[config.mk]
export PLATFORM = sky130hd
export DESIGN_NAME = gpx_expander
export DESIGN_NICKNAME = d
export VERILOG_FILES = /design/src/logic/gpx_pkg.sv /design/src/logic/gpx_expander.sv
export VERILOG_INCLUDE_DIRS = /design/src /design/src/logic
export SDC_FILE = /design/constraint.sdc
export NUM_CORES = 1
export LEC_CHECK = 0
export ABC_AREA = 1
export BUFFER_PORTS_ARGS = -buffer_cell sky130_fd_sc_hd__buf_2
export CORE_MARGIN = 2
export CORE_UTILIZATION = 38
export CTS_CLUSTER_SIZE = 30
export DETAILED_ROUTE_END_ITERATION = 10
export GPL_ROUTABILITY_DRIVEN = 0
export HOLD_SLACK_MARGIN = 0.15
export SLEW_MARGIN = 30
export SYNTH_ARGS = -nofsm -noshare
export SYNTH_HDL_FRONTEND = slang
export SYNTH_SLANG_ARGS = --single-unit
[constraint.sdc]
create_clock -name I_SYS_CLK -period 2.22 [get_ports I_SYS_CLK]
set_input_delay 0.444 -clock I_SYS_CLK [delete_from_list [all_inputs] [get_ports I_SYS_CLK]]
set_output_delay 0.444 -clock I_SYS_CLK [all_outputs]
set_load 0.005 [all_outputs]
[src/logic/gpx_regs.svh]
// register offsets, reset values and timing constants of the port expander
`ifndef GPX_REGS_SVH
`define GPX_REGS_SVH
`define GPX_PTR_INPUT      8'h00
`define GPX_PTR_OUTPUT     8'h01
`define GPX_PTR_INVERT     8'h02
`define GPX_PTR_DIRECTION  8'h03
`define GPX_PTR_TIMEOUT    8'h04
`define GPX_PTR_RESERVED   8'hFF
`define GPX_RST_OUTPUT     8'h00
`define GPX_RST_INVERT     8'hF0
`define GPX_RST_DIRECTION  8'hFF
`define GPX_RST_TIMEOUT    8'h01
`define GPX_TO_EN_BIT      0
`define GPX_ADDR_HI_ZERO   2'b00
`define GPX_ADDR_SEL_W     5
`define GPX_TIMEOUT_MS     30
`define GPX_CLK_KHZ        50_000
`define GPX_TIMEOUT_CYC    (`GPX_TIMEOUT_MS * `GPX_CLK_KHZ)
`endif

[src/logic/gpx_pkg.sv]
// types shared by the port expander
package gpx_pkg;
	typedef enum logic [2:0] {
		ST_IDLE,
		ST_ADDR,
		ST_PTR,
		ST_WDATA,
		ST_RDATA,
		ST_ACK,
		ST_RACK,
		ST_IGNORE
	} gpx_state_t;
endpackage : gpx_pkg

[src/logic/gpx_expander.sv]
// two-wire eight-bit port expander, slave side
// Function
// - accept seven-bit slave address then direction bit, low write high read
// - top address bits zero; select pins pick one of 32 addresses
// - lines idle high; detect start and stop while clock high
// - one bit per clock pulse; sender holds data while clock high
// - ninth clock is acknowledge; receiver pulls data low through it
// - first byte after address is the register pointer
// - pointer 0x00 reads pin levels whatever the direction; writes ignored
// - pointer 0x01 drives output pins; reads return stored value
// - polarity bit set inverts the reported input level
// - direction bit one makes pin input, zero makes it output
// - timeout register bit zero enables the bus timeout
// - line low beyond limit after start resets interface, releases data
// - clock stalled high or low during our access resets interface
// - external reset low forces all eight pins to inputs
// - pin zero is open drain, drives only low
// - polarity resets to upper ones lower zeros; direction all ones
// - timeout enable bit resets to one
`timescale 1ns/100ps
`default_nettype none
`include "gpx_regs.svh"
module gpx_expander #(
	parameter int TIMEOUT_CYC = `GPX_TIMEOUT_CYC
) (
	// clock and reset
	input  wire logic       I_SYS_CLK,
	input  wire logic       I_RST,
	input  wire logic       I_RESET_N,
	// two-wire bus
	input  wire logic       I_SCL,
	input  wire logic       I_SDA,
	output logic            O_SDA,
	output logic            O_SDA_OE_N,
	// address select pins, decoded to five address bits outside
	input  wire logic [4:0] I_ADDR_SEL,
	// port pins
	input  wire logic [7:0] I_PORT,
	output logic      [7:0] O_PORT,
	output logic      [7:0] O_PORT_OE_N
);
	if (TIMEOUT_CYC < 2) begin : g_bad_timeout
		$error("TIMEOUT_CYC too small");
	end

	function automatic logic agree(input logic [2:0] s);
		agree = s[1] == s[2];
	endfunction : agree

	// three-stage sync; change counted once stages two and three agree
	logic [2:0] scl_sync_reg;
	logic [2:0] sda_sync_reg;
	logic [2:0] rstn_sync_reg;
	logic [2:0] port_sync_reg [8];
	logic [2:0] asel_sync_reg [`GPX_ADDR_SEL_W];
	logic [4:0] asel_reg;
	logic       scl_reg;
	logic       sda_reg;
	logic       rstn_reg;
	logic [7:0] port_reg;
	logic       scl_prev_reg;
	logic       sda_prev_reg;

	always_ff @(posedge I_SYS_CLK) begin
		scl_sync_reg  <= {scl_sync_reg[1:0], I_SCL};
		sda_sync_reg  <= {sda_sync_reg[1:0], I_SDA};
		rstn_sync_reg <= {rstn_sync_reg[1:0], I_RESET_N};
		for (int i = 0; i < 8; i++)
			port_sync_reg[i] <= {port_sync_reg[i][1:0], I_PORT[i]};
		// select pins are meant static; synced so a strap change is clean
		for (int i = 0; i < `GPX_ADDR_SEL_W; i++)
			asel_sync_reg[i] <= {asel_sync_reg[i][1:0], I_ADDR_SEL[i]};
	end

	always_ff @(posedge I_SYS_CLK) begin
		if (I_RST) begin
			scl_reg      <= 1'b1;
			sda_reg      <= 1'b1;
			rstn_reg     <= 1'b1;
			asel_reg     <= 5'h00;
			port_reg     <= 8'h00;
			scl_prev_reg <= 1'b1;
			sda_prev_reg <= 1'b1;
		end else begin
			if (agree(scl_sync_reg))
				scl_reg <= scl_sync_reg[2];
			if (agree(sda_sync_reg))
				sda_reg <= sda_sync_reg[2];
			if (agree(rstn_sync_reg))
				rstn_reg <= rstn_sync_reg[2];
			for (int i = 0; i < `GPX_ADDR_SEL_W; i++)
				if (agree(asel_sync_reg[i]))
					asel_reg[i] <= asel_sync_reg[i][2];
			for (int i = 0; i < 8; i++)
				if (agree(port_sync_reg[i]))
					port_reg[i] <= port_sync_reg[i][2];
			scl_prev_reg <= scl_reg;
			sda_prev_reg <= sda_reg;
		end
	end

	// bus events
	wire scl_rise = scl_reg & ~scl_prev_reg;
	wire scl_fall = ~scl_reg & scl_prev_reg;
	wire start_ev = scl_reg & scl_prev_reg & sda_prev_reg & ~sda_reg;
	wire stop_ev  = scl_reg & scl_prev_reg & ~sda_prev_reg & sda_reg;

	// registers
	logic [7:0] out_reg;
	logic [7:0] inv_reg;
	logic [7:0] dir_reg;
	logic [7:0] tmo_reg;
	logic [7:0] ptr_reg;

	gpx_pkg::gpx_state_t state_reg;
	gpx_pkg::gpx_state_t ack_ret_reg;
	logic [7:0]          shift_reg;
	logic [3:0]          bit_cnt_reg;
	logic                rw_reg;
	logic                sda_low_reg;
	logic                ack_pend_reg;
	logic [31:0]         tmo_cnt_reg;

	// slave address: two high bits zero, five from the select pins
	wire [6:0] own_addr   = {`GPX_ADDR_HI_ZERO, asel_reg};
	wire [7:0] byte_in    = {shift_reg[6:0], sda_reg};
	wire       addr_match = byte_in[7:1] == own_addr;
	wire [7:0] in_view    = port_reg ^ inv_reg;

	// pointer read mux; unmapped pointers read zero
	wire [7:0] rd_data =
		(ptr_reg == `GPX_PTR_INPUT)     ? in_view :
		(ptr_reg == `GPX_PTR_OUTPUT)    ? out_reg :
		(ptr_reg == `GPX_PTR_INVERT)    ? inv_reg :
		(ptr_reg == `GPX_PTR_DIRECTION) ? dir_reg :
		(ptr_reg == `GPX_PTR_TIMEOUT)   ? tmo_reg : 8'h00;

	// timeout: any line low, or clock frozen mid-access, too long
	wire busy      = state_reg != gpx_pkg::ST_IDLE;
	wire ours      = busy && state_reg != gpx_pkg::ST_IGNORE;
	wire stall     = ~scl_reg | ~sda_reg | ours;
	wire to_en     = tmo_reg[`GPX_TO_EN_BIT];
	wire to_fire   = to_en && busy && tmo_cnt_reg >= 32'(TIMEOUT_CYC - 1);
	wire line_edge = scl_rise | scl_fall;

	always_ff @(posedge I_SYS_CLK) begin
		if (I_RST || !busy || !to_en || line_edge || !stall)
			tmo_cnt_reg <= 32'h0000_0000;
		else if (!to_fire)
			tmo_cnt_reg <= tmo_cnt_reg + 32'h0000_0001;
	end

	// serial engine; writes land on the ack bit of each data byte
	always_ff @(posedge I_SYS_CLK) begin
		if (I_RST) begin
			state_reg    <= gpx_pkg::ST_IDLE;
			ack_ret_reg  <= gpx_pkg::ST_IDLE;
			shift_reg    <= 8'h00;
			bit_cnt_reg  <= 4'h0;
			rw_reg       <= 1'b0;
			sda_low_reg  <= 1'b0;
			ack_pend_reg <= 1'b0;
			ptr_reg      <= 8'h00;
			out_reg      <= `GPX_RST_OUTPUT;
			inv_reg      <= `GPX_RST_INVERT;
			dir_reg      <= `GPX_RST_DIRECTION;
			tmo_reg      <= `GPX_RST_TIMEOUT;
		end else if (to_fire || stop_ev) begin
			state_reg   <= gpx_pkg::ST_IDLE;
			sda_low_reg <= 1'b0;
		end else if (start_ev) begin
			state_reg   <= gpx_pkg::ST_ADDR;
			bit_cnt_reg <= 4'h0;
			sda_low_reg <= 1'b0;
		end else if (scl_rise) begin
			unique case (state_reg)
			gpx_pkg::ST_ADDR, gpx_pkg::ST_PTR, gpx_pkg::ST_WDATA: begin
				shift_reg   <= byte_in;
				bit_cnt_reg <= bit_cnt_reg + 4'h1;
			end
			gpx_pkg::ST_RACK:
				// master nack ends the read
				if (sda_reg)
					state_reg <= gpx_pkg::ST_IGNORE;
			default: ;
			endcase
		end else if (scl_fall) begin
			unique case (state_reg)
			gpx_pkg::ST_ADDR:
				if (bit_cnt_reg == 4'h8) begin
					if (shift_reg[7:1] == own_addr) begin
						rw_reg      <= shift_reg[0];
						sda_low_reg <= 1'b1;
						ack_ret_reg <= shift_reg[0] ? gpx_pkg::ST_RDATA
							: gpx_pkg::ST_PTR;
						state_reg   <= gpx_pkg::ST_ACK;
					end else
						state_reg <= gpx_pkg::ST_IGNORE;
				end
			gpx_pkg::ST_PTR:
				if (bit_cnt_reg == 4'h8) begin
					ptr_reg     <= shift_reg;
					sda_low_reg <= 1'b1;
					ack_ret_reg <= gpx_pkg::ST_WDATA;
					state_reg   <= gpx_pkg::ST_ACK;
				end
			gpx_pkg::ST_WDATA:
				if (bit_cnt_reg == 4'h8) begin
					unique case (ptr_reg)
					`GPX_PTR_OUTPUT:    out_reg <= shift_reg;
					`GPX_PTR_INVERT:    inv_reg <= shift_reg;
					`GPX_PTR_DIRECTION: dir_reg <= shift_reg;
					`GPX_PTR_TIMEOUT:   tmo_reg <= shift_reg;
					// input and reserved pointers ignore writes
					default: ;
					endcase
					sda_low_reg <= 1'b1;
					ack_ret_reg <= gpx_pkg::ST_WDATA;
					state_reg   <= gpx_pkg::ST_ACK;
				end
			gpx_pkg::ST_ACK: begin
				bit_cnt_reg <= 4'h0;
				state_reg   <= ack_ret_reg;
				if (ack_ret_reg == gpx_pkg::ST_RDATA) begin
					shift_reg   <= rd_data;
					sda_low_reg <= ~rd_data[7];
				end else
					sda_low_reg <= 1'b0;
			end
			gpx_pkg::ST_RDATA:
				if (bit_cnt_reg == 4'h7) begin
					sda_low_reg <= 1'b0; // release for master ack
					state_reg   <= gpx_pkg::ST_RACK;
				end else begin
					bit_cnt_reg <= bit_cnt_reg + 4'h1;
					shift_reg   <= {shift_reg[6:0], 1'b0};
					sda_low_reg <= ~shift_reg[6];
				end
			gpx_pkg::ST_RACK: begin
				// master acked: next byte from the same pointer
				shift_reg   <= rd_data;
				bit_cnt_reg <= 4'h0;
				sda_low_reg <= ~rd_data[7];
				state_reg   <= gpx_pkg::ST_RDATA;
			end
			default: ;
			endcase
		end
	end

	// output drivers, all straight from flip-flops
	always_ff @(posedge I_SYS_CLK) begin
		if (I_RST) begin
			O_SDA       <= 1'b0;
			O_SDA_OE_N  <= 1'b1;
			O_PORT      <= 8'h00;
			O_PORT_OE_N <= 8'hFF;
		end else begin
			O_SDA      <= 1'b0;
			O_SDA_OE_N <= ~sda_low_reg;
			O_PORT     <= out_reg;
			// external reset overrides: every pin an input
			if (!rstn_reg)
				O_PORT_OE_N <= 8'hFF;
			else
				O_PORT_OE_N <= {dir_reg[7:1], dir_reg[0] | out_reg[0]};
		end
	end

	// checks on the serial engine and the pin drivers
	a_sda_released: assert property (@(posedge I_SYS_CLK)
		disable iff (I_RST) $past(to_fire) |-> ##1 O_SDA_OE_N)
		else $error("sda not released after timeout");

	a_ext_reset_inputs: assert property (@(posedge I_SYS_CLK)
		disable iff (I_RST) !rstn_reg |=> O_PORT_OE_N == 8'hFF)
		else $error("pins driven during external reset");

	a_pin0_open_drain: assert property (@(posedge I_SYS_CLK)
		disable iff (I_RST) !O_PORT_OE_N[0] |-> !O_PORT[0])
		else $error("pin zero driven high");

	a_dir_output: assert property (@(posedge I_SYS_CLK)
		disable iff (I_RST) rstn_reg && !dir_reg[1]
		|=> !O_PORT_OE_N[1] && O_PORT[1] == $past(out_reg[1]))
		else $error("output pin not driven");

	a_start_seen: assert property (@(posedge I_SYS_CLK)
		disable iff (I_RST) start_ev && !to_fire
		|=> state_reg == gpx_pkg::ST_ADDR)
		else $error("start not detected");

	a_stop_idle: assert property (@(posedge I_SYS_CLK)
		disable iff (I_RST) stop_ev
		|=> state_reg == gpx_pkg::ST_IDLE ##1 O_SDA_OE_N)
		else $error("stop not detected");

	a_input_view: assert property (@(posedge I_SYS_CLK)
		disable iff (I_RST) state_reg == gpx_pkg::ST_ACK && scl_fall &&
		ack_ret_reg == gpx_pkg::ST_RDATA && ptr_reg == `GPX_PTR_INPUT &&
		!to_fire |=> shift_reg == $past(port_reg ^ inv_reg))
		else $error("input read wrong");

	a_ack_addr: assert property (@(posedge I_SYS_CLK)
		disable iff (I_RST) state_reg == gpx_pkg::ST_ADDR && scl_fall &&
		bit_cnt_reg == 4'h8 && shift_reg[7:1] == own_addr && !to_fire &&
		!stop_ev && !start_ev |=> ##1 !O_SDA_OE_N)
		else $error("address not acknowledged");

	a_timeout_off: assert property (@(posedge I_SYS_CLK)
		disable iff (I_RST) !to_en && busy && !stop_ev
		|=> state_reg != gpx_pkg::ST_IDLE)
		else $error("interface reset while timeout disabled");

	a_hold_stable: assert property (@(posedge I_SYS_CLK)
		disable iff (I_RST) scl_reg && scl_prev_reg && !start_ev &&
		!stop_ev && !to_fire |=> $stable(sda_low_reg))
		else $error("sda changed while clock high");

	a_foreign_ignored: assert property (@(posedge I_SYS_CLK)
		disable iff (I_RST) state_reg == gpx_pkg::ST_ADDR && scl_fall &&
		bit_cnt_reg == 4'h8 && shift_reg[7:6] != `GPX_ADDR_HI_ZERO &&
		!to_fire |=> state_reg == gpx_pkg::ST_IGNORE)
		else $error("foreign address not ignored");

	a_ptr_capture: assert property (@(posedge I_SYS_CLK)
		disable iff (I_RST) state_reg == gpx_pkg::ST_PTR && scl_fall &&
		bit_cnt_reg == 4'h8 && !to_fire |=> ptr_reg == $past(shift_reg))
		else $error("pointer not captured");

	a_out_write: assert property (@(posedge I_SYS_CLK)
		disable iff (I_RST) state_reg == gpx_pkg::ST_WDATA && scl_fall &&
		bit_cnt_reg == 4'h8 && ptr_reg == `GPX_PTR_OUTPUT && !to_fire
		|=> out_reg == $past(shift_reg))
		else $error("output register not written");

	a_input_ro: assert property (@(posedge I_SYS_CLK)
		disable iff (I_RST) state_reg == gpx_pkg::ST_WDATA &&
		ptr_reg == `GPX_PTR_INPUT
		|=> $stable(out_reg) && $stable(inv_reg) &&
		$stable(dir_reg) && $stable(tmo_reg))
		else $error("write to input register landed");

	a_quiet_released: assert property (@(posedge I_SYS_CLK)
		disable iff (I_RST) !ours && !$past(ours) |-> O_SDA_OE_N)
		else $error("sda driven while not addressed");

	a_timeout_idle: assert property (@(posedge I_SYS_CLK)
		disable iff (I_RST) to_fire |=> state_reg == gpx_pkg::ST_IDLE)
		else $error("interface not reset by timeout");
endmodule : gpx_expander
`default_nettype wire

* Word level (Yosys, flattened, before mapping)
Memories as Yosys holds them, arrays and structs flattened.
Cells that the tools add are included.
** Cells by class
- Bitwise operators :: 23
- Equal/unequal tests :: 49
- Reductions and logical operators :: 37
- $lt $le $gt $ge :: 1
- Muxes and demuxes :: 38
- $add $sub $neg :: 2
** Operator list (count)
- $mux 8 :: 10
- $reduce_and 7->1 :: 7
- $mux 3 :: 11
- $add 32x1->32 const B :: 1
- $ge 32x21->1 const B :: 1
- $pmux 8 s3 :: 1
- $mux 4 :: 5
- $eq 1x1->1 :: 16
- $eq 8x2->1 const B :: 2
- $ne 3x3->1 const B :: 5
- $pmux 3 s5 :: 1
- $eq 3x3->1 const B :: 4
- $ne 4x4->1 const B :: 3
- $reduce_and 6->1 :: 2
- $not 1->1 :: 11
- $ne 3x1->1 const B :: 3
- $eq 8x1->1 const B :: 1
- $eq 8x3->1 const B :: 1
- $logic_not 8->1 :: 1
- $pmux 4 s2 :: 1
- $reduce_and 8->1 :: 1
- $reduce_bool 4->1 :: 2
- $reduce_or 2->1 :: 4
- $xor 8x8->8 :: 1
- 25 further kinds :: 55
** Word-level totals
- Bits in registers :: 135
- Logic and storage cells :: 188
- Input port bits :: 18
- Output and inout bits :: 18
- Memories kept :: 2
- RAM bits :: 39
** Memories
- port_sync_reg :: words 8, bits a word 3, rd ports 8, clocked after Yosys merged registers in 0, wr ports 8, line gpx_expander.sv:54 : logic [2:0] port_sync_reg [8];
- asel_sync_reg :: words 5, bits a word 3, rd ports 5, clocked after Yosys merged registers in 0, wr ports 5, line gpx_expander.sv:55 : logic [2:0] asel_sync_reg [`GPX_ADDR_SEL_W];

* Logic depth before layout (Yosys ltp)
Gate-level depths: netlist of run 1.
- Word-level depth :: 10
- Depth in mapped cells :: 15
- Mapped depth without buffers :: 14

* Worst setup path after synthesis of run 1
OpenSTA, ideal clock, no wires.
- Path kind :: reg-to-reg
- Start point :: reg tmo_cnt_reg[0]
- End point :: reg tmo_reg[5]
- Path slack :: 336 ps
- Setup time :: 113 ps
- Clock period less this slack :: 1884 ps
- Stages on the path, launching flop included :: 15
- Data required time :: 2107 ps
- Arrival time :: 1772 ps
- Cell sequence :: dfxtp_1 > ha_1 > nand3_1 > nor2_1 > nand2_1 > nand2_1 > nand2_1 > nand2_1 > nand2_2 > nand4_4 > nor2_2 > buf_4 > nand2_1 > nand2_1 > nor2_1
** Between the ends
- Word-level cells in the longest chain between the ends :: 5
** RTL lines
- start, declared :: line gpx_expander.sv:122 : logic [31:0] tmo_cnt_reg;
- start signal, assigned :: line gpx_expander.sv:150 : tmo_cnt_reg <= tmo_cnt_reg + 32'h0000_0001;
- $ge 32x21->1 :: line gpx_expander.sv:143 : wire to_fire = to_en && busy && tmo_cnt_reg >= 32'(TIMEOUT_CYC - 1);
- $logic_and 1x1->1 :: line gpx_expander.sv:143
- $logic_or 1x1->1 :: line gpx_expander.sv:168 : end else if (to_fire || stop_ev) begin
- $not 1->1 (no line)
- $reduce_and 7->1 (no line)
- end signal, assigned :: line gpx_expander.sv:167 : tmo_reg <= `GPX_RST_TIMEOUT;
- end signal, assigned :: line gpx_expander.sv:213 : `GPX_PTR_TIMEOUT: tmo_reg <= shift_reg;
- end, declared :: line gpx_expander.sv:112 : logic [7:0] tmo_reg;
No other way between the ends.
A chain may end at the register's enable or synchronous reset.

* Final worst setup path of run 1
- Start point :: reg tmo_cnt_reg[0]
- End point :: reg ptr_reg[2]
** Between the ends
- Word-level cells in the longest chain between the ends :: 5
** RTL lines
- $ge 32x21->1 :: line gpx_expander.sv:143
- $logic_and 1x1->1 :: line gpx_expander.sv:143
- $logic_or 1x1->1 :: line gpx_expander.sv:168
- $not 1->1 (no line)
- $reduce_and 6->1 (no line)
- end signal, assigned :: line gpx_expander.sv:202 : ptr_reg <= shift_reg;
- end, declared :: line gpx_expander.sv:113 : logic [7:0] ptr_reg;
No other way between the ends.

==> Flow_metrics.wiki, run 1 <==
{| class="wikitable"
! Metric !! Value
|-
| Antenna-violating nets left || 0
|-
| Nature of the critical path startpoint || flip-flop
|-
| GR Overflow Total || 0
|-
| NumNets Final || 1058
|-
| Worst hold slack || roughly 0.33 ns
|-
| Arrival time worst endpoint || ~2.4 ns
|-
| Die Ht || 140 um
|-
| Cell area after synthesis || 6980 sq um
|-
| Largest clock skew in the final design || 0.0124 ns
|-
| Endpoint of the lowest-slack register-to-register path || ptr_reg[2]$_SDFFE_PP0P_
|-
| Total Die Area || 19500 sq um
|-
| Setup repair after global routing missed its margin || yes
|-
| Via count normalized by instance count || 4.77
|-
| Cell depth of the worst flop-to-flop path || 15
|-
| Count of max-cap constraint violations || 0
|-
| Worst R2R Start || tmo_cnt_reg[0]$_SDFFE_PP0N_
|-
| Final-report setup violation count || 0
|-
| Number of clock sinks seen by CTS || approximately 170
|-
| Final Critical Period || a little over 2 ns
|-
| Tcrit/Tclk final || 91.3%
|-
| Violation count after the first detailed-route iteration || 315
|-
| Die outline width || 140 um
|-
| Number of vias in the routed layout || between 6000 and 7000
|-
| Highest fanout seen on the critical path || 16
|-
| Kind of end point of the critical path || flip-flop
|-
| Input/output buffers || 34
|-
| Clock network latency to the later pin of the worst-skew pair || between 0.4 and 0.5 ns
|-
| Mean routed wirelength per cell || 12.9 um
|-
| Share of layout cells above drive strength 1 || 11.6%
|-
| Worst-case register-to-register setup slack || 0.19 ns
|-
| Effective utilization at floorplan || 38.8%
|-
| Mean instance size in the synthesized netlist || 7.31 sq um
|-
| Clock-pin slew reported for the worst setup and hold paths after clock tree synthesis || 0.07 ns
|-
| Total power divided by cell area || about 760 nW/um^2
|-
| Worst min-delay path class || reg2reg
|-
| Clock tree root buffer cell || sky130_fd_sc_hd__clkbuf_16
|-
| Synth cell types || 37
|-
| Post-Syn Instances || 954
|-
| Worst Hold Endpoint || port_sync_reg[1][10]$_DFF_P_
|-
| Drt pass-1 iters || 5
|-
| Placeable core region || 18000 sq um
|-
| Worst setup path category || reg2reg
|-
| Number of instances on the worst hold path || 0
|-
| Boundary pin count || 36
|-
| CTS buffer count || 17
|-
| Part of the Yosys area used for sequential elements || 49.9%
|-
| Antenna diode count || 0
|-
| Final-report max-slew violation count || 0
|-
| Clock buffer depth || 2
|-
| Antenna violations before repair || 0
|-
| Maximum level of the CTS H-tree || 4
|-
| Leak Pwr || 3.57 nW
|-
| Drt total wl || 16.4 mm
|-
| Wire length of the first global-routing pass || between 20 and 30 mm
|-
| Min-Delay Startpoint || port_sync_reg[1][9]$_DFF_P_
|-
| Area Growth Syn to Fin || 19.7%
|-
| Remaining DRCs || 0
|-
| TritonCTS clock tree || yes
|-
| Final Hold Fails || 0
|-
| Largest register FFs || 32
|-
| Count of yosys warnings during synthesis || 0
|-
| Highest clock rate || 0.493 GHz
|-
| Worst vdd rail ir drop || 0.546 mV
|-
| Synthesized net count || 978
|-
| Post-synthesis sequential element count || 174
|-
| Status || finished, final reports clean
|-
| Largest net degree at the start of global routing || 69
|-
| Total negative setup slack || 0 ns
|-
| Number of core rows || 49
|-
| Total routing resource utilization after global routing || 17.5%
|-
| Number of global-route vias before repair || 5775
|-
| Req. time, crit path || 2.55 ns
|-
| HPWL reported at the end of detailed placement || about 12 mm
|}
[layer usage]
metal	up-vias	GRT usage, %	wire length [um]
met3	31	4.40	560
met5	-	0	0
met2	92	30.0	8070
li1	3220	-	-
met4	0	8.67	532
met1	2739	20.2	7280
[cells in the mapped netlist (all sizes together)]
master,instances,area [sq um]
buf,10,61.3
conb,1,3.75
a31o,1,8.76
clkinv,1,3.75
inv,100,375
nand3,59,295
nor2,158,616
o22ai,1,6.26
o21ai,42,210
nor4,3,18.8
ha,6,75.1
nor3b,2,15.0
maj3,2,20.0
o211ai,1,7.51
o2111ai,5,43.8
nand4,10,77.6
clkbuf,12,45.0
nand2,238,896
a211oi,1,7.51
and3,2,12.5
nor3,33,165
o21bai,1,7.51
dfxtp,174,3480
a31oi,3,18.8
nand3b,1,7.51
a21oi,68,340
xnor2,4,35.0
xor2,10,87.6
or2,3,18.8
a21boi,2,15.0
[worst max-delay path: stages, from the launching register on]
cell and delay (ns):
sky130_fd_sc_hd__dfxtp_1 0.33, sky130_fd_sc_hd__ha_1 0.23, sky130_fd_sc_hd__nand3_1 0.15, sky130_fd_sc_hd__nor2_1 0.07, sky130_fd_sc_hd__nand2_1 0.06, sky130_fd_sc_hd__nand2_1 0.05, sky130_fd_sc_hd__nand2_1 0.07, sky130_fd_sc_hd__nand2_1 0.06
sky130_fd_sc_hd__nand2_2 0.09, sky130_fd_sc_hd__nand4_4 0.19, sky130_fd_sc_hd__buf_4 0.21, sky130_fd_sc_hd__nor2_4 0.11, sky130_fd_sc_hd__buf_12 0.14, sky130_fd_sc_hd__nand2_1 0.05, sky130_fd_sc_hd__nand2_1 0.06, sky130_fd_sc_hd__nor2_1 0.04
[final cells by class]
cell class	instances	area [sq um]
tap	229	287
clock buffer	19	453
timing repair buffer	83	616
clock inverter	13	104
inverter	101	379
sequential	174	3480
fill	1818	9610
multi-input combinational	657	3030
[where the power goes]
| part | internal [mW] | switching (mW) |
|---|---|---|
| combinational | 0.129 | 0.191 |
| clock | 1.51 | 1.30 |
| sequential | 3.20 | 0.0491 |
[metrics by stage]
stage | cell area, sq um | std cells | utilization, % | total power, mW | setup slack (ns)
after floorplan | 6980 | 954 | - | 3.51 | 0.336
after global placement | 7590 | 1227 | 42.3 | 3.61 | 0.162
after detailed placement | 7590 | 1227 | 42.3 | 3.62 | 0.106
after CTS | 8310 | 1275 | 46.3 | 6.47 | 0.0800
after global routing | 8350 | 1276 | 46.5 | 6.63 | -0.0105
final | 8350 | 1276 | 46.5 | 6.38 | 0.193
[worst max path at each step]
stage                                      from                      endpoint  cells after the start
floorplan           tmo_cnt_reg[0]$_SDFFE_PP0N_       tmo_reg[5]$_SDFFE_PP0P_                     14
global placement    tmo_cnt_reg[0]$_SDFFE_PP0N_  tmo_cnt_reg[17]$_SDFFE_PP0N_                     13
detailed placement  tmo_cnt_reg[0]$_SDFFE_PP0N_   bit_cnt_reg[3]$_SDFFE_PP0P_                     12
CTS                 tmo_cnt_reg[0]$_SDFFE_PP0N_   bit_cnt_reg[3]$_SDFFE_PP0P_                     12
global route        tmo_cnt_reg[0]$_SDFFE_PP0N_  tmo_cnt_reg[20]$_SDFFE_PP0N_                     13
finish              tmo_cnt_reg[0]$_SDFFE_PP0N_       ptr_reg[2]$_SDFFE_PP0P_                     15
[logic make-up (layout without fill, tap and decap cells)]
kind of cell / count (synthesis) / after routing / synth area share, %
AND/OR/NAND/NOR: 509 / 509 / 30.4
flip-flops: 174 / 174 / 49.9
AO/OA/AOI/OAI: 125 / 125 / 9.54
buffers and inverters: 123 / 216 / 6.96
XOR/XNOR: 14 / 14 / 1.76
adder cells (fa/ha/maj): 8 / 8 / 1.36
other: 1 / 1 / 0.0537
[cells in the final DEF, fill, tap and decap left out, types with 2 or more instances in the layout]
cell type,count
sky130_fd_sc_hd__dfxtp_1,174
sky130_fd_sc_hd__nand3_2,2
sky130_fd_sc_hd__inv_1,95
sky130_fd_sc_hd__nand3_1,57
sky130_fd_sc_hd__o2111ai_1,5
sky130_fd_sc_hd__inv_6,3
sky130_fd_sc_hd__clkinvlp_4,3
sky130_fd_sc_hd__a21oi_1,68
sky130_fd_sc_hd__or2_2,3
sky130_fd_sc_hd__nor4_1,3
sky130_fd_sc_hd__inv_8,2
sky130_fd_sc_hd__nand2_1,237
sky130_fd_sc_hd__clkinv_2,3
sky130_fd_sc_hd__buf_12,3
sky130_fd_sc_hd__inv_2,6
sky130_fd_sc_hd__clkbuf_8,2
sky130_fd_sc_hd__clkinv_4,2
sky130_fd_sc_hd__xnor2_1,4
sky130_fd_sc_hd__a21boi_0,2
sky130_fd_sc_hd__nor2_2,5
sky130_fd_sc_hd__xor2_1,10
sky130_fd_sc_hd__o21ai_0,41
sky130_fd_sc_hd__nor3_1,33
sky130_fd_sc_hd__nor2_4,3
sky130_fd_sc_hd__buf_2,34
sky130_fd_sc_hd__clkbuf_16,17
sky130_fd_sc_hd__maj3_1,2
sky130_fd_sc_hd__a31oi_1,3
sky130_fd_sc_hd__nor3b_1,2
sky130_fd_sc_hd__buf_4,30
sky130_fd_sc_hd__and3_1,2
sky130_fd_sc_hd__nor2_1,150
sky130_fd_sc_hd__dlygate4sd3_1,16
sky130_fd_sc_hd__ha_1,6
sky130_fd_sc_hd__nand4_1,9
[what timing repair did]
action	CTS	global route
hold endpoints to repair	16	0
hold buffers	16	0
buffers inserted	0	1
gates resized for setup	0	7
endpoints found under the setup margin	0	22
No activity file was read; power rests on OpenSTA's default activity.
==> run 2, diff against run 1 <==
Settings changed: CORE_UTILIZATION 38 to 60, PLACE_DENSITY from default to 0.78.
==> Flow_metrics.wiki, run 2 (same netlist as run 1, synthesis figures left out) <==
{| class="wikitable"
! Metric !! Value
|-
| Final-report max-slew violation count || 0 (unchanged)
|-
| CTS buffer count || 17 (unchanged)
|-
| Worst-case register-to-register setup slack || 0.18 ns (about the same)
|-
| Most frequent cells in the layout || sky130_fd_sc_hd__nand2_1, sky130_fd_sc_hd__dfxtp_1, sky130_fd_sc_hd__nor2_1
|-
| Largest clock skew in the final design || 0.00980 ns (-0.00255 ns)
|-
| Highest fanout seen on the critical path || 14 (-2)
|-
| Clock buffer depth || 2 (unchanged)
|-
| Largest net degree at the start of global routing || 69 (unchanged)
|-
| Number of instances on the worst hold path || 2 (+2)
|-
| Mean routed wirelength per cell || 13.5 um (+4.7%)
|-
| Kind of end point of the critical path || flip-flop
|-
| Total area of sequential cells || 3480 sq um (unchanged)
|-
| Drt pass-1 iters || 6 (+1)
|-
| Total design power || 6.70 mW (+5.0%)
|-
| Input/output buffers || 34 (unchanged)
|-
| Clock network latency to the later pin of the worst-skew pair || 0.43 ns (about the same)
|-
| Boundary pin count || 36 (unchanged)
|-
| Commonest non-fill, non-tap cell in the layout || sky130_fd_sc_hd__nand2_1
|-
| Nature of the critical path startpoint || flip-flop
|-
| Total Die Area || 12500 sq um (-36%)
|-
| Critical path launch point || tmo_cnt_reg[0]$_SDFFE_PP0N_
|-
| Total power divided by cell area || 800 nW/um^2 (+4.7%)
|-
| Number of global-route vias before repair || 5781 (+0.10%)
|-
| Final Hold Fails || 0 (unchanged)
|-
| Worst Hold Endpoint || ack_ret_reg[1]$_SDFFE_PP0P_
|-
| Antenna-violating nets left || 0 (unchanged)
|-
| Cell area reported after detailed placement || 7460 sq um (-1.7%)
|-
| Post-Layout Inst Area || 8380 sq um (+0.33%)
|-
| Worst setup path category || reg2reg
|-
| Endpoint of the lowest-slack register-to-register path || out_reg[4]$_SDFFE_PP0P_
|-
| Final Critical Period || 2.04 ns (+0.0127 ns)
|-
| Maximum level of the CTS H-tree || 4 (unchanged)
|-
| NumNets Final || 1061 (+0.28%)
|-
| HPWL reported at the end of detailed placement || 11.2 mm (-4.6%)
|-
| Wire length of the first global-routing pass || 26.3 mm (-3.3%)
|-
| Number of clock sinks seen by CTS || 174 (unchanged)
|-
| Antenna diode count || 0 (unchanged)
|-
| Cell depth of the worst flop-to-flop path || 15 (unchanged)
|-
| Clock tree root buffer cell || sky130_fd_sc_hd__clkbuf_16
|-
| Number of filler instances in the final layout || 911 (-50%)
|-
| Number of core rows || 39 (-20%)
|-
| Effective utilization at floorplan || 61.4% (+23 points)
|-
| Antenna violations before repair || 0 (unchanged)
|-
| Area Growth Syn to Fin || 20.1%
|-
| Req. time, crit path || 2.55 ns (about the same)
|-
| Min-Delay Startpoint || I_RST
|-
| Combined area of the multi-input logic cells || 3040 sq um (+0.25%)
|-
| Largest register FFs || 32 (unchanged)
|-
| Via count normalized by instance count || 5.32 (+12%)
|-
| Arrival time worst endpoint || 2.36 ns (about the same)
|-
| Count of max-cap constraint violations || 0 (unchanged)
|-
| GR Overflow Total || 0 (unchanged)
|-
| Total negative setup slack || 0 ns (unchanged)
|-
| TritonCTS clock tree || yes
|-
| Clock-pin slew reported for the worst setup and hold paths after clock tree synthesis || 0.07 ns (about the same)
|-
| Drt total wl || 16.1 mm (-2.1%)
|-
| Placeable core region || 11400 sq um (-37%)
|-
| Highest clock rate || 0.490 GHz (-0.62%)
|-
| Total routing resource utilization after global routing || 26.1% (+8.6 points)
|-
| Worst vdd rail ir drop || 0.797 mV (+46%)
|-
| Die Ht || 112 um (-20%)
|-
| Violation count after the first detailed-route iteration || 532 (+69%)
|-
| Number of vias in the routed layout || 6349 (+4.4%)
|-
| Leak Pwr || 3.65 nW (+2.2%)
|-
| Final-report setup violation count || 0 (unchanged)
|-
| Share of layout cells above drive strength 1 || 11.8% (+0.25 points)
|-
| Tcrit/Tclk final || 91.9% (+0.57 points)
|-
| Status || finished, final reports clean
|-
| Worst R2R Start || tmo_cnt_reg[0]$_SDFFE_PP0N_
|-
| Remaining DRCs || 0 (unchanged)
|-
| Worst min-delay path class || in2reg
|-
| Die outline width || 112 um (-20%)
|}
==> run 2: final cells by class <==
cell class	count	share of cell area (%)
inverters	101	4.52
clock buffers	19	5.40
clock inverters	13	2.11
multi-input cells	657	36.3
flip-flops and latches	174	41.6
well taps	143	2.13
repair buffers	86	8.00
==> run 2: worst max-delay path by stage <==
stage,depth (start not counted),slack (ns),end
6_report,15,0.18,out_reg[4]$_SDFFE_PP0P_
5_1_grt,15,-0.008,out_reg[7]$_SDFFE_PP0P_
4_1_cts,13,0.08,tmo_reg[6]$_SDFFE_PP0P_
3_5_place_dp,13,0.09,tmo_reg[6]$_SDFFE_PP0P_
3_3_place_gp,13,0.16,tmo_reg[3]$_SDFFE_PP0P_
2_1_floorplan,14,0.34,tmo_reg[5]$_SDFFE_PP0P_
==> run 2: routing by layer <==
layer	share of wire [%]	up-vias	global-route usage, %
met5	0	-	0
met4	2.9	0	11.1
met3	5.3	42	6.97
met2	47	179	43.4
met1	45	2910	32.0
li1	-	3218	-
==> run 2: report_power, final <==
part	internal, mW	leakage (nW)	switching (mW)
registers	3.20	1.42	0.0507
logic	0.140	1.92	0.197
clock network	1.86	0.304	1.26
total	5.20	3.65	1.51
==> run 2: metrics by stage <==
stage                     worst slack (ns)  utilization [%]  hold slack [ns]  instances
after CTS                           0.0788             72.6            0.307       1186
after floorplan                      0.336                -            0.310        954
after detailed placement            0.0892             65.6            0.313       1138
after global routing              -0.00813             73.7            0.322       1193
final                                0.181             73.7            0.316       1193
after global placement               0.159             65.6            0.310       1138
==> run 2: repair_timing <==
| item | in CTS | in global routing |
|---|---|---|
| setup buffers | 0 | 7 |
| hold endpoints to repair | 16 | 0 |
| hold buffers | 16 | 0 |
| gates resized for setup | 0 | 9 |
| endpoints found under the setup margin | 0 | 39 |
==> run 2: worst max-delay path, stage by stage, from the launching register on <==
cell,delay [ns]
sky130_fd_sc_hd__dfxtp_1,0.33
sky130_fd_sc_hd__ha_1,0.22
sky130_fd_sc_hd__nand3_1,0.15
sky130_fd_sc_hd__nor2_1,0.07
sky130_fd_sc_hd__nand2_1,0.06
sky130_fd_sc_hd__nand2_1,0.05
sky130_fd_sc_hd__nand2_1,0.08
sky130_fd_sc_hd__nand2_1,0.08
sky130_fd_sc_hd__nand2_4,0.12
sky130_fd_sc_hd__nand4_4,0.14
sky130_fd_sc_hd__buf_4,0.18
sky130_fd_sc_hd__nor2_4,0.14
sky130_fd_sc_hd__buf_12,0.15
sky130_fd_sc_hd__nand2_1,0.05
sky130_fd_sc_hd__nand2_1,0.06
sky130_fd_sc_hd__nor2_1,0.04
